**src/hw/isofrz_pkg.sv**
```systemverilog
`default_nettype none
package isofrz_pkg;
    // Timing, held in nanoseconds and derived into core_clk cycles.
    localparam int CLK_HZ     = 100_000_000;
    localparam int NS_PER_CYC = 1_000_000_000 / CLK_HZ;
    localparam int FAST_NS    = 500_000;
    localparam int SLOW_NS    = 4_000_000;
    localparam int GAP_NS     = 500_000;
    localparam int LAT_NS     = 10_000;
    localparam int FAST_CYC   = FAST_NS / NS_PER_CYC;
    localparam int SLOW_CYC   = SLOW_NS / NS_PER_CYC;
    localparam int GAP_CYC    = (GAP_NS + NS_PER_CYC - 1) / NS_PER_CYC;
    localparam int DELAY_CYC  = (FAST_NS + LAT_NS) / NS_PER_CYC;
    localparam int CNT_W      = 20;

    // Register byte offsets on the Avalon-MM slave.
    localparam int          ADDR_W    = 8;
    localparam logic [7:0]  REG_CTRL  = 8'h00;
    localparam logic [7:0]  REG_FLAG  = 8'h04;
    localparam logic [7:0]  REG_STATE = 8'h08;
    localparam logic [7:0]  REG_SEL0  = 8'h0C;
    localparam logic [7:0]  REG_SEL6  = 8'h24;
    localparam logic [7:0]  REG_STAT  = 8'h28;
    localparam logic [7:0]  CTRL_RST  = 8'h00;

    // Route selector slots, a parameter code is menu times 100 plus index.
    localparam int          SEL_W     = 16;
    localparam int          SEL_SLOTS = 8;
    localparam int          NUM_SEL   = 7;
    localparam int          SEL_IN5   = 4;
    localparam int          SEL_RLY1  = 5;
    localparam int          SEL_RLY2  = 6;
    localparam int          SLOT_MENU = 15;
    localparam int          FLAG_IDX  = 19;
    localparam logic [15:0] SEL_RST   = 16'h0000;

    typedef struct packed {
        logic [3:0] dir;
        logic       in5_inv;
        logic       rly2_inv;
        logic       rly1_inv;
        logic       trip_dis;
    } isofrz_ctrl_type;

    typedef struct packed {
        logic              read;
        logic              write;
        logic [ADDR_W-1:0] address;
        logic [31:0]       writedata;
    } isofrz_avreq_type;

    typedef struct packed {
        logic        waitrequest;
        logic [31:0] readdata;
    } isofrz_avrsp_type;

    typedef struct packed {
        logic [3:0] out;
        logic [3:0] oe;
    } isofrz_bidir_type;

    typedef enum logic [1:0] {BUS_IDLE, BUS_FETCH, BUS_ACK} isofrz_bus_type;
    typedef enum logic {SC_IDLE, SC_RUN} isofrz_scan_type;
endpackage
`default_nettype wire

```
**src/hw/isofrz_top.sv**
```systemverilog
`default_nettype none
module isofrz_top
    import isofrz_pkg::*;
#(
    parameter int FAST_CYCLES  = FAST_CYC,
    parameter int SLOW_CYCLES  = SLOW_CYC,
    parameter int GAP_CYCLES   = GAP_CYC,
    parameter int DELAY_CYCLES = DELAY_CYC
) (
    input  wire logic             core_clk,
    input  wire logic             rst,
    input  wire isofrz_avreq_type av_req,
    output var  isofrz_avrsp_type av_rsp,
    input  wire logic [3:0]       bidir_terminal_in,
    output var  isofrz_bidir_type bidir_terminal,
    input  wire logic             input_terminal_five,
    input  wire logic             isolated_low_voltage_ok,
    input  wire logic             drive_active,
    input  wire logic             drive_reset,
    input  wire logic [5:0]       src_level,
    output logic      [4:0]       input_level,
    output logic      [1:0]       relay_out,
    output logic      [15:0]      relay_one_source,
    output logic      [15:0]      relay_two_source,
    output logic                  freeze_trigger,
    output logic                  drive_trip
);
    localparam logic [CNT_W-1:0] FAST_RELOAD  = CNT_W'(FAST_CYCLES - 1);
    localparam logic [CNT_W-1:0] SLOW_RELOAD  = CNT_W'(SLOW_CYCLES - 1);
    localparam logic [CNT_W-1:0] GAP_RELOAD   = CNT_W'(GAP_CYCLES - 1);
    localparam logic [CNT_W-1:0] DELAY_RELOAD = CNT_W'(DELAY_CYCLES - 1);
    localparam logic [15:0]      FREEZE_CODE  = 16'(SLOT_MENU * 100 + FLAG_IDX);

    function automatic logic [CNT_W-1:0] count_down(input logic [CNT_W-1:0] cnt,
                                                    input logic [CNT_W-1:0] reload);
        count_down = (cnt == '0) ? reload : cnt - 1'b1;
    endfunction

    function automatic logic [CNT_W-1:0] sat_down(input logic [CNT_W-1:0] cnt);
        sat_down = (cnt == '0) ? cnt : cnt - 1'b1;
    endfunction

    isofrz_ctrl_type  ctrl;
    isofrz_bus_type   bus_state;
    isofrz_scan_type  scan_state;
    logic [5:0]       pin_meta;
    logic [5:0]       pin_sync;
    logic             supply_seen;
    logic [CNT_W-1:0] fast_cnt;
    logic [CNT_W-1:0] slow_cnt;
    logic [CNT_W-1:0] gap_cnt;
    logic [CNT_W-1:0] dly_cnt;
    logic             dly_armed;
    logic             cap_prev;
    logic             capture_flag;
    logic [7:0]       state_word;
    logic [4:0]       route_mask;
    logic             scan_req;
    logic [2:0]       scan_cnt;
    logic [15:0]      mem_rdata;

    // Pins arrive from the isolated side with no relation to core_clk.
    always_ff @(posedge core_clk or posedge rst) begin
        if (rst) begin
            pin_meta <= '0;
            pin_sync <= '0;
        end else begin
            pin_meta <= {isolated_low_voltage_ok, input_terminal_five, bidir_terminal_in};
            pin_sync <= pin_meta;
        end
    end

    wire       supply_now = pin_sync[5];
    wire       io_off     = ctrl.trip_dis & ~supply_now;
    wire [4:0] pin_level  = {pin_sync[4] ^ ctrl.in5_inv, pin_sync[3:0]};
    wire [4:0] in_active  = io_off ? 5'h00 : pin_level;
    wire       capture_capable_input = in_active[4];

    // Trip: supply lost after it was once seen, or absent while the drive runs.
    wire next_trip = ~ctrl.trip_dis & ~supply_now & (supply_seen | drive_active);

    // Outputs go inactive when the isolated side has no supply and trip_dis is set.
    wire [1:0] next_relay = io_off ? 2'h0
                          : src_level[5:4] ^ {ctrl.rly2_inv, ctrl.rly1_inv};
    wire [3:0] next_out   = io_off ? 4'h0 : src_level[3:0] & ctrl.dir;

    always_ff @(posedge core_clk or posedge rst) begin
        if (rst) begin
            supply_seen        <= 1'b0;
            drive_trip         <= 1'b0;
            relay_out          <= 2'h0;
            bidir_terminal     <= '0;
            input_level        <= 5'h00;
        end else begin
            supply_seen        <= supply_seen | supply_now;
            drive_trip         <= next_trip;
            relay_out          <= next_relay;
            bidir_terminal.out <= next_out;
            bidir_terminal.oe  <= ctrl.dir;
            input_level        <= in_active & {1'b1, ~ctrl.dir};
        end
    end

    // Refresh ticks for the packed state word.
    wire fast_tick = (fast_cnt == '0);
    wire slow_tick = (slow_cnt == '0);

    wire [3:0] io_live   = (ctrl.dir & bidir_terminal.out) | (~ctrl.dir & in_active[3:0]);
    wire [7:0] word_live = {relay_out, supply_now, in_active[4], io_live};
    wire [3:0] io_upd    = (ctrl.dir & {4{slow_tick}}) | (~ctrl.dir & {4{fast_tick}});
    wire [7:0] word_upd  = {{2{slow_tick}}, {2{fast_tick}}, io_upd};
    wire [7:0] next_word = (word_live & word_upd) | (state_word & ~word_upd);

    always_ff @(posedge core_clk or posedge rst) begin
        if (rst) begin
            fast_cnt   <= FAST_RELOAD;
            slow_cnt   <= SLOW_RELOAD;
            state_word <= 8'h00;
        end else begin
            fast_cnt   <= count_down(fast_cnt, FAST_RELOAD);
            slow_cnt   <= count_down(slow_cnt, SLOW_RELOAD);
            state_word <= next_word;
        end
    end

    // Avalon-MM decode.
    wire       bus_req   = av_req.read | av_req.write;
    wire       bus_start = (bus_state == BUS_IDLE) & bus_req & ~scan_req
                           & (scan_state == SC_IDLE);
    wire       wr_take   = (bus_state == BUS_ACK) & av_req.write;
    wire       sel_hit   = (av_req.address >= REG_SEL0) & (av_req.address <= REG_SEL6)
                           & (av_req.address[1:0] == 2'h0);
    wire [7:0] sel_off   = av_req.address - REG_SEL0;
    wire [2:0] sel_idx   = sel_off[4:2];
    wire       sw_flag_wr = wr_take & (av_req.address == REG_FLAG);
    wire       ctrl_wr    = wr_take & (av_req.address == REG_CTRL);
    wire       sel_wr     = wr_take & sel_hit;
    wire [2:0] mem_raddr  = (scan_state == SC_RUN) ? scan_cnt : sel_idx;

    isofrz_sel_mem #(
        .DEPTH (SEL_SLOTS),
        .WIDTH (SEL_W)
    ) u_sel_mem (
        .core_clk (core_clk),
        .rst      (rst),
        .we       (sel_wr),
        .waddr    (sel_idx),
        .wdata    (av_req.writedata[15:0]),
        .raddr    (mem_raddr),
        .rdata    (mem_rdata)
    );

    logic [31:0] rd_mux;
    always_comb begin
        rd_mux = 32'h0000_0000;
        if (sel_hit) begin
            rd_mux = {16'h0000, mem_rdata};
        end else begin
            case (av_req.address)
                REG_CTRL:  rd_mux = {24'h000000, ctrl};
                REG_FLAG:  rd_mux = {31'h0000_0000, capture_flag};
                REG_STATE: rd_mux = {24'h000000, state_word};
                REG_STAT:  rd_mux = {29'h0000_0000, freeze_trigger, drive_trip, supply_seen};
                default:   rd_mux = 32'h0000_0000;
            endcase
        end
    end

    // Every access takes one fetch cycle so selector reads come from the memory register.
    always_ff @(posedge core_clk or posedge rst) begin
        if (rst) begin
            bus_state <= BUS_IDLE;
            av_rsp    <= '{waitrequest: 1'b1, readdata: 32'h0000_0000};
            ctrl      <= CTRL_RST;
        end else begin
            case (bus_state)
                BUS_IDLE: begin
                    if (bus_start) begin
                        bus_state <= BUS_FETCH;
                    end
                end
                BUS_FETCH: begin
                    av_rsp.readdata    <= av_req.read ? rd_mux : 32'h0000_0000;
                    av_rsp.waitrequest <= 1'b0;
                    bus_state          <= BUS_ACK;
                end
                BUS_ACK: begin
                    av_rsp.waitrequest <= 1'b1;
                    bus_state          <= BUS_IDLE;
                end
                default: begin
                    bus_state <= BUS_IDLE;
                end
            endcase
            if (ctrl_wr) begin
                ctrl <= isofrz_ctrl_type'(av_req.writedata[7:0]);
            end
        end
    end

    // Selectors are only acted on at a drive reset: a scan copies them out of memory.
    wire [2:0] scan_prev = scan_cnt - 3'h1;

    always_ff @(posedge core_clk or posedge rst) begin
        if (rst) begin
            scan_req         <= 1'b0;
            scan_state       <= SC_IDLE;
            scan_cnt         <= 3'h0;
            route_mask       <= 5'h00;
            relay_one_source <= SEL_RST;
            relay_two_source <= SEL_RST;
        end else begin
            scan_req <= drive_reset | (scan_req & ~((scan_state == SC_IDLE)
                                                   & (bus_state == BUS_IDLE)));
            case (scan_state)
                SC_IDLE: begin
                    scan_cnt <= 3'h0;
                    if (scan_req & (bus_state == BUS_IDLE)) begin
                        scan_state <= SC_RUN;
                    end
                end
                SC_RUN: begin
                    scan_cnt <= scan_cnt + 3'h1;
                    if (scan_cnt != 3'h0) begin
                        if (scan_prev <= 3'(SEL_IN5)) begin
                            route_mask[scan_prev] <= (mem_rdata == FREEZE_CODE);
                        end
                        if (scan_prev == 3'(SEL_RLY1)) begin
                            relay_one_source <= mem_rdata;
                        end
                        if (scan_prev == 3'(SEL_RLY2)) begin
                            relay_two_source <= mem_rdata;
                        end
                    end
                    if (scan_cnt == 3'(NUM_SEL)) begin
                        scan_state <= SC_IDLE;
                    end
                end
                default: begin
                    scan_state <= SC_IDLE;
                end
            endcase
        end
    end

    // Freeze capture.
    wire freeze_routed = route_mask[SEL_IN5];
    wire follow_hit    = |(route_mask[3:0] & ~ctrl.dir);
    wire follow_level  = |(route_mask[3:0] & ~ctrl.dir & in_active[3:0]);
    wire cap_edge      = capture_capable_input & ~cap_prev;
    wire capture_set   = freeze_routed & cap_edge & ~capture_flag
                         & (gap_cnt == '0);
    wire fire          = dly_armed & (dly_cnt == '0);

    // A pin capture wins over a software clear in the same cycle.
    logic next_flag;
    always_comb begin
        next_flag = capture_flag;
        if (capture_set) begin
            next_flag = 1'b1;
        end else if (follow_hit) begin
            next_flag = follow_level;
        end else if (sw_flag_wr) begin
            next_flag = av_req.writedata[0];
        end
    end

    always_ff @(posedge core_clk or posedge rst) begin
        if (rst) begin
            cap_prev       <= 1'b0;
            capture_flag   <= 1'b0;
            gap_cnt        <= '0;
            dly_cnt        <= '0;
            dly_armed      <= 1'b0;
            freeze_trigger <= 1'b0;
        end else begin
            cap_prev       <= capture_capable_input;
            capture_flag   <= next_flag;
            gap_cnt        <= capture_set ? GAP_RELOAD : sat_down(gap_cnt);
            dly_cnt        <= capture_set ? DELAY_RELOAD : sat_down(dly_cnt);
            dly_armed      <= next_flag & (capture_set | (dly_armed & ~fire));
            freeze_trigger <= next_flag & (freeze_trigger | fire);
        end
    end
endmodule
`default_nettype wire

```
**src/hw/isofrz_sel_mem.sv**
```systemverilog
`default_nettype none
module isofrz_sel_mem
    import isofrz_pkg::*;
#(
    parameter int DEPTH = SEL_SLOTS,
    parameter int WIDTH = SEL_W
) (
    input  wire logic                     core_clk,
    input  wire logic                     rst,
    input  wire logic                     we,
    input  wire logic [$clog2(DEPTH)-1:0] waddr,
    input  wire logic [WIDTH-1:0]         wdata,
    input  wire logic [$clog2(DEPTH)-1:0] raddr,
    output logic      [WIDTH-1:0]         rdata
);
    logic [WIDTH-1:0] mem [DEPTH];

    always_ff @(posedge core_clk or posedge rst) begin
        if (rst) begin
            for (int i = 0; i < DEPTH; i++) begin
                mem[i] <= '0;
            end
            rdata <= '0;
        end else begin
            if (we) begin
                mem[waddr] <= wdata;
            end
            rdata <= mem[raddr];
        end
    end
endmodule
`default_nettype wire

```
**config.mk**
```make
export PLATFORM = sky130hd
export DESIGN_NAME = isofrz_top
export DESIGN_NICKNAME = d
export VERILOG_FILES = /design/src/hw/isofrz_pkg.sv /design/src/hw/isofrz_top.sv /design/src/hw/isofrz_sel_mem.sv
export SDC_FILE = /design/constraint.sdc
export NUM_CORES = 1
export LEC_CHECK = 0
export BUFFER_PORTS_ARGS = -buffer_cell sky130_fd_sc_hd__buf_4
export CORE_UTILIZATION = 55
export CTS_CLUSTER_SIZE = 24
export DETAILED_ROUTE_END_ITERATION = 12
export HOLD_SLACK_MARGIN = 0.12
export PLACE_DENSITY = 0.82
export SLEW_MARGIN = 0
export SYNTH_ARGS = -nofsm -noshare
export SYNTH_HDL_FRONTEND = slang
export SYNTH_HIERARCHICAL = 1
export SYNTH_SLANG_ARGS = --single-unit
```
**constraint.sdc**
```tcl
create_clock -name core_clk -period 8.8 [get_ports core_clk]
set_clock_uncertainty 0.15 [all_clocks]
set_input_delay 0 -clock core_clk [delete_from_list [all_inputs] [get_ports core_clk]]
set_output_delay 0 -clock core_clk [all_outputs]
set_load 0.05 [all_outputs]
```
* Yosys cells after proc, flatten, opt, wreduce, memory -nomap -nowiden
Index checks and enable logic that the tools add are counted.
** Word-level totals
- Flip-flop bits (word level) :: 350
- Latch bits :: 0
- Memory bits (writable) :: 0
- Bits in read-only memories :: 0
- Input port bits :: 58
- Output and inout bits :: 82
- Word-level logic and storage cells :: 171
- Memories :: 0
** Cells by class
- Add/sub/neg operators :: 7
- Multipliers :: 0
- Divide/modulo/power cells :: 0
- Order comparisons :: 8
- Equal/unequal tests :: 12
- Shifts and indexed selects :: 0
- Muxes and demuxes :: 32
- Bitwise gates (word level) :: 56
- Reduce and logical (&&, ||, !) cells :: 16
** Operators by type and width (count)
- 128-bit bitwise mux :: 1
- 20-bit two-way mux :: 6
- 20-bit logical NOT :: 4
- 20-bit by 1-bit subtractor with 20-bit output (second input constant) :: 4
- 16-bit two-way mux :: 4
- 16-bit binary-select mux with 3-bit select :: 1
- 16-bit demux with 3-bit select :: 1
- 32-bit two-way mux :: 1
- 8-bit one-hot mux with 4 select lines :: 1
- 4-bit bitwise AND :: 7
- 1-bit bitwise AND :: 23
- 8-bit bitwise AND :: 2
- 16-bit by 11-bit equality test with 1-bit output (second input constant) :: 1
- 3-bit equality test (second input constant) :: 3
- 3-bit AND reduction :: 3
- 8-bit by 3-bit equality test with 1-bit output (second input constant) :: 1
- 8-bit by 4-bit equality test with 1-bit output (second input constant) :: 1
- 8-bit by 6-bit equality test with 1-bit output (second input constant) :: 1
- 4-bit greater-or-equal comparator (second input constant) :: 2
- 8-bit by 4-bit greater-or-equal comparator with 1-bit output (second input constant) :: 1
- 8-bit by 6-bit <= comparator with 1-bit output (second input constant) :: 1
- 8-bit logical NOT :: 1
- 1-bit inverter :: 8
- 3-bit inverter with 4-bit output :: 2
- 33 further kinds :: 51

* Logic depth before layout (Yosys ltp)
- Depth in word-level cells :: 9
- Gate-level depth with buffers :: 11
- Gate-level depth less buffers :: 8

* Cells and area by module
The synthesis kept the hierarchy.
** Modules (own cells, without submodules)
- isofrz_top :: instances 1, cells an instance 781, area an instance 8792.2 sq um, seq. area each 4757.1 sq um
- isofrz_sel_mem :: instances 1, cells an instance 354, area an instance 6326.1 sq um, seq. area each 3603.5 sq um

* Worst setup path after synthesis
OpenSTA, ideal clock, no wires.
- Path type :: register -> register
- From :: register slow_cnt[11]
- To :: register with a tool-made name
- Setup time :: 0.126 ns
- Arrival time :: 2.404 ns
- Data required time :: 8.524 ns
- Setup slack :: 6.120 ns
- Stages on the path, launching flop included :: 7
- Path buffers :: 1
- Period minus slack after synthesis :: 2.680 ns
- Path through :: dfstp_2 > or4_4 > or4_4 > nor3_4 > buf_4 > mux2_2 > a221o_1
** RTL lines
- start: declaration :: RTL line isofrz_top.sv:50 : logic [CNT_W-1:0] slow_cnt;
- start signal: assignment :: RTL line isofrz_top.sv:121 : slow_cnt <= count_down(slow_cnt, SLOW_RELOAD);

* Worst setup path after layout
- From :: input av_req[36] (netlist name)
- To :: register u_sel_mem.rdata[7]
** Between the ends
- Cells in the longest elaborated chain, start to end :: 6
** RTL lines
- start: declaration :: RTL line isofrz_top.sv:12 : input wire isofrz_avreq_type av_req,
- 5-bit by 4-bit subtractor with 5-bit output :: RTL line isofrz_top.sv:133 : wire [7:0] sel_off = av_req.address - REG_SEL0;
- net sel_off[4] :: RTL line isofrz_top.sv:133
- 3-bit two-way mux :: RTL line isofrz_top.sv:138 : wire [2:0] mem_raddr = (scan_state == SC_RUN) ? scan_cnt : sel_idx;
- net mem_raddr[2] :: RTL line isofrz_top.sv:138
- 3-bit inverter with 4-bit output (not written as such) :: RTL line isofrz_sel_mem.sv:28 : rdata <= mem[raddr];
- 16-bit binary-select mux with 3-bit select :: RTL line isofrz_sel_mem.sv:28
- 16-bit two-way mux (not written as such) (2 in a row) :: RTL line isofrz_sel_mem.sv:28
- end signal: assignment :: RTL line isofrz_sel_mem.sv:28
- end: declaration :: RTL line isofrz_sel_mem.sv:14 : output logic [WIDTH-1:0] rdata
The timed path passes the listed nets, and every way through them passes these cells. The select of a mux whose other input is x is not followed.
A chain may end at the register's enable or synchronous reset.

==> impl_metrics.ini <==
[outcome]
status = completed

[synth]
synth_warnings = 6
ys_ff_latch = 333
yosys.area_share.simple = 0.117
yosysUniqueCellTypes = 69
yosys.area_share.xor_xnor = 0.0290
synthCells = 1135
synth-compound-area-share = 0.0423
synth_edf_count = 0
syn_area_um2 = 15100
synth_mux_area_frac = 0.205
async_flop_share = 1.00
yosys.area_share.adder = 0.0199
syn_avg_cell_area_um2 = 13.3
synthFlopType = dfrtp_1
yosysSeqAreaShare = 0.553
synth_top_family_by_area = multiplexers

[place]
io_buffers = 107
postPlaceCellArea_um2 = 16100
dp_hpwl_um = 21400
gp_congestion = 0.817

[setup_path]
max_stage_delay_ns = 1.08
path_common_cell = mux2_2
reg2reg_depth = 5
startpoint_type = primary input
cp.required_ns = 9.05
setup.worst_path.class = in2reg
crit_path_top_delay_cell = mux2_2
crit_arrival_ns = 3.72
end_kind = flip-flop
worst-path-max-fanout = 32
crit_chain = dlygate4sd3_1 -> buf_4 -> xnor2_1 -> mux2_2 -> mux4_1 -> mux2_2

[pwr]
p_per_area_nw_per_um2 = 213
finalPower_uw = 3790
vdd_drop_max_uv = 190
p_leak_uw = 0.00888

[grt]
grt_use_met2 = 0.420
antenna_found_initial = 1
globalRouteOverflowTotal = 0
busiest_layer = met2
grt_pass1_vias = 10300
grt_pass1_wl_um = 55400
grt_usage = 0.250
grtUsageMet3 = 0.0393
grt_max_degree = 74
global_route.usage.met1 = 0.328

[cells_and_area]
fillers = 1792
syn_to_final_growth_pct = 18.1
design_area_um2 = 17800
layout-drive-gt1-share = 0.331
fin_nets = 1365
diodes = 0

[clock_network]
clk_pin_slew_ns = 0.06
cts_htree_levels = 2
clock_latency_ns = 0.52
cts_tree = built
cts.sink_count = 333
cts-root-buf = clkbuf_16
cts_buffer_depth = 3
post_cts_resized = 0
post-cts-setup-buffers = 0
numCtsBuffers = 36

[sta]
fin_tns_setup_ns = 0
finalSetupViolCount = 0
final_hold_viol_count = 0
grt_setup_unrepaired = false
slew_violations = 0
fmax_mhz = 289
whs_ns = 0.130
post-route-period-util = 0.394
slew_headroom = 0.148
tightestPinTransition_ns = 1.27
period_needed_ns = 3.47

[route]
dr.pass1.iters = 5
viasPerCell = 5.99
wl_per_cell_um = 20.6
drc_errors = 0
drt_wl_total_um = 34000
num_vias = 9891
ant_nets = 0
first_iter_violations = 878

[min_path]
min_path_type = in2reg
hold_depth = 3

[die]
num_rows = 60
io_pins = 140
start_util = 0.561
die_h_um = 168
die_area_um2 = 28200
die_x_um = 168
core_um2 = 27000

[flow_run]
drv_cap = 0
[routing by layer]
layer / vias to the layer above / share of wire
met4: 2 / 0.032
met1: 5107 / 0.41
met5: - / 0.00038
met3: 83 / 0.051
li1: 4412 / -
met2: 287 / 0.50
[area by class of cell]
class | count | area [µm²] | area share
sequential | 333 | 8360 | 0.468
timing repair buffer | 166 | 1370 | 0.0770
clock inverter | 11 | 141 | 0.00792
inverter | 25 | 104 | 0.00582
multi-input combinational | 721 | 6340 | 0.355
tap | 341 | 427 | 0.0239
clock buffer | 54 | 1100 | 0.0617
[critical path, delay by kind of cell]
family	cells	cell delay [ns]
buffers and inverters	2	0.71
multiplexers	3	2.07
XOR/XNOR	1	0.92
[through the flow]
| stage | utilization | instances | setup slack (ns) |
|---|---|---|---|
| after floorplan | - | 1150 | 3.54 |
| after global placement | 0.597 | 1535 | 5.29 |
| after detailed placement | 0.597 | 1535 | 5.20 |
| after CTS | 0.662 | 1651 | 5.35 |
| after global routing | 0.662 | 1651 | 5.19 |
| final | 0.662 | 1651 | 5.33 |
[path summary, 6_finish.rpt]
path / startpoint / end / slack (ns)
max: av_req[36] / u_sel_mem/rdata[7] / 5.33
min: src_level[2] / bidir_terminal[6] / 0.13
max reg2reg: gap_cnt[2] / gap_cnt[2] / 5.57
min reg2reg: pin_meta[4] / pin_sync[4] / 0.20
max in group asynchronous: rst / relay_two_source[4] / 5.76
min in group asynchronous: rst / relay_two_source[1] / 0.63
[flip-flops by register name, summed over array words and instances (netlist names), 4 cells and up, named ones only]
name	count
pin_meta	6
u_sel_mem/rdata	16
fast_cnt	20
relay_one_source	16
pin_sync	6
ctrl	8
slow_cnt	20
route_mask	5
relay_two_source	16
av_rsp	17
u_sel_mem/mem	128
dly_cnt	20
gap_cnt	20
input_level	4
bidir_terminal	8
[report_power, final]
group          switching (µW)  leakage [µW]  internal [µW]  total (µW)
Sequential               53.2       0.00448           1590        1640
Combinational             363       0.00378            231         595
Clock                     604      0.000618            955        1560
[Yosys cell counts (4+ instances only)]
cell | count | area share
nand2b_1 | 7 | 0.0029
mux4_1 | 25 | 0.043
dfrtp_1 | 311 | 0.51
a21oi_1 | 17 | 0.0056
mux2_2 | 200 | 0.15
a22oi_1 | 9 | 0.0045
o31ai_1 | 10 | 0.0050
nor4b_1 | 5 | 0.0029
dfstp_2 | 22 | 0.038
xor2_1 | 17 | 0.0098
buf_6 | 6 | 0.0045
a211oi_1 | 4 | 0.0020
o21ai_0 | 14 | 0.0046
buf_4 | 23 | 0.011
nor3b_1 | 13 | 0.0065
nor2b_1 | 4 | 0.0017
nand3_1 | 17 | 0.0056
nand4b_1 | 7 | 0.0041
mux2i_1 | 4 | 0.0026
or3_1 | 15 | 0.0062
or4_4 | 4 | 0.0030
a22o_1 | 8 | 0.0046
or4_1 | 9 | 0.0045
and3_1 | 5 | 0.0021
nand2_1 | 66 | 0.016
xnor2_1 | 33 | 0.019
buf_2 | 12 | 0.0040
nor4bb_1 | 4 | 0.0026
a221o_1 | 10 | 0.0066
clkbuf_1 | 28 | 0.0070
nor4_1 | 23 | 0.0095
nor3_1 | 32 | 0.011
ha_1 | 24 | 0.020
nor2_1 | 59 | 0.015
inv_1 | 25 | 0.0062
mux4_2 | 7 | 0.010
[cell families (layout without fill, tap and decap cells)]
| logic type | after synthesis | in the layout |
|---|---|---|
| multiplexers | 236 | 236 |
| adder cells (fa/ha/maj) | 24 | 24 |
| buffers and inverters | 96 | 256 |
| AND/OR/NAND/NOR | 305 | 305 |
| AO/OA/AOI/OAI | 90 | 90 |
| flip-flops | 333 | 333 |
| other | 1 | 16 |
| XOR/XNOR | 50 | 50 |
[timing repair]
item | CTS | global route
endpoints found under the hold margin | 326 | 0
hold buffers | 51 | 0
endpoints found under the setup margin | 0 | 0
[layout by cell type (no fill, tap or decap), drive strengths merged, types with 22 or more instances in the layout]
master,n
nor2,60
xnor2,33
dlygate4sd3,51
mux2,200
inv,24
dfrtp,311
mux4,32
clkbuf,54
nor4,25
nand2,66
ha,24
dfstp,22
buf,115
nor3,35
Power figures use the tool's default switching activity.
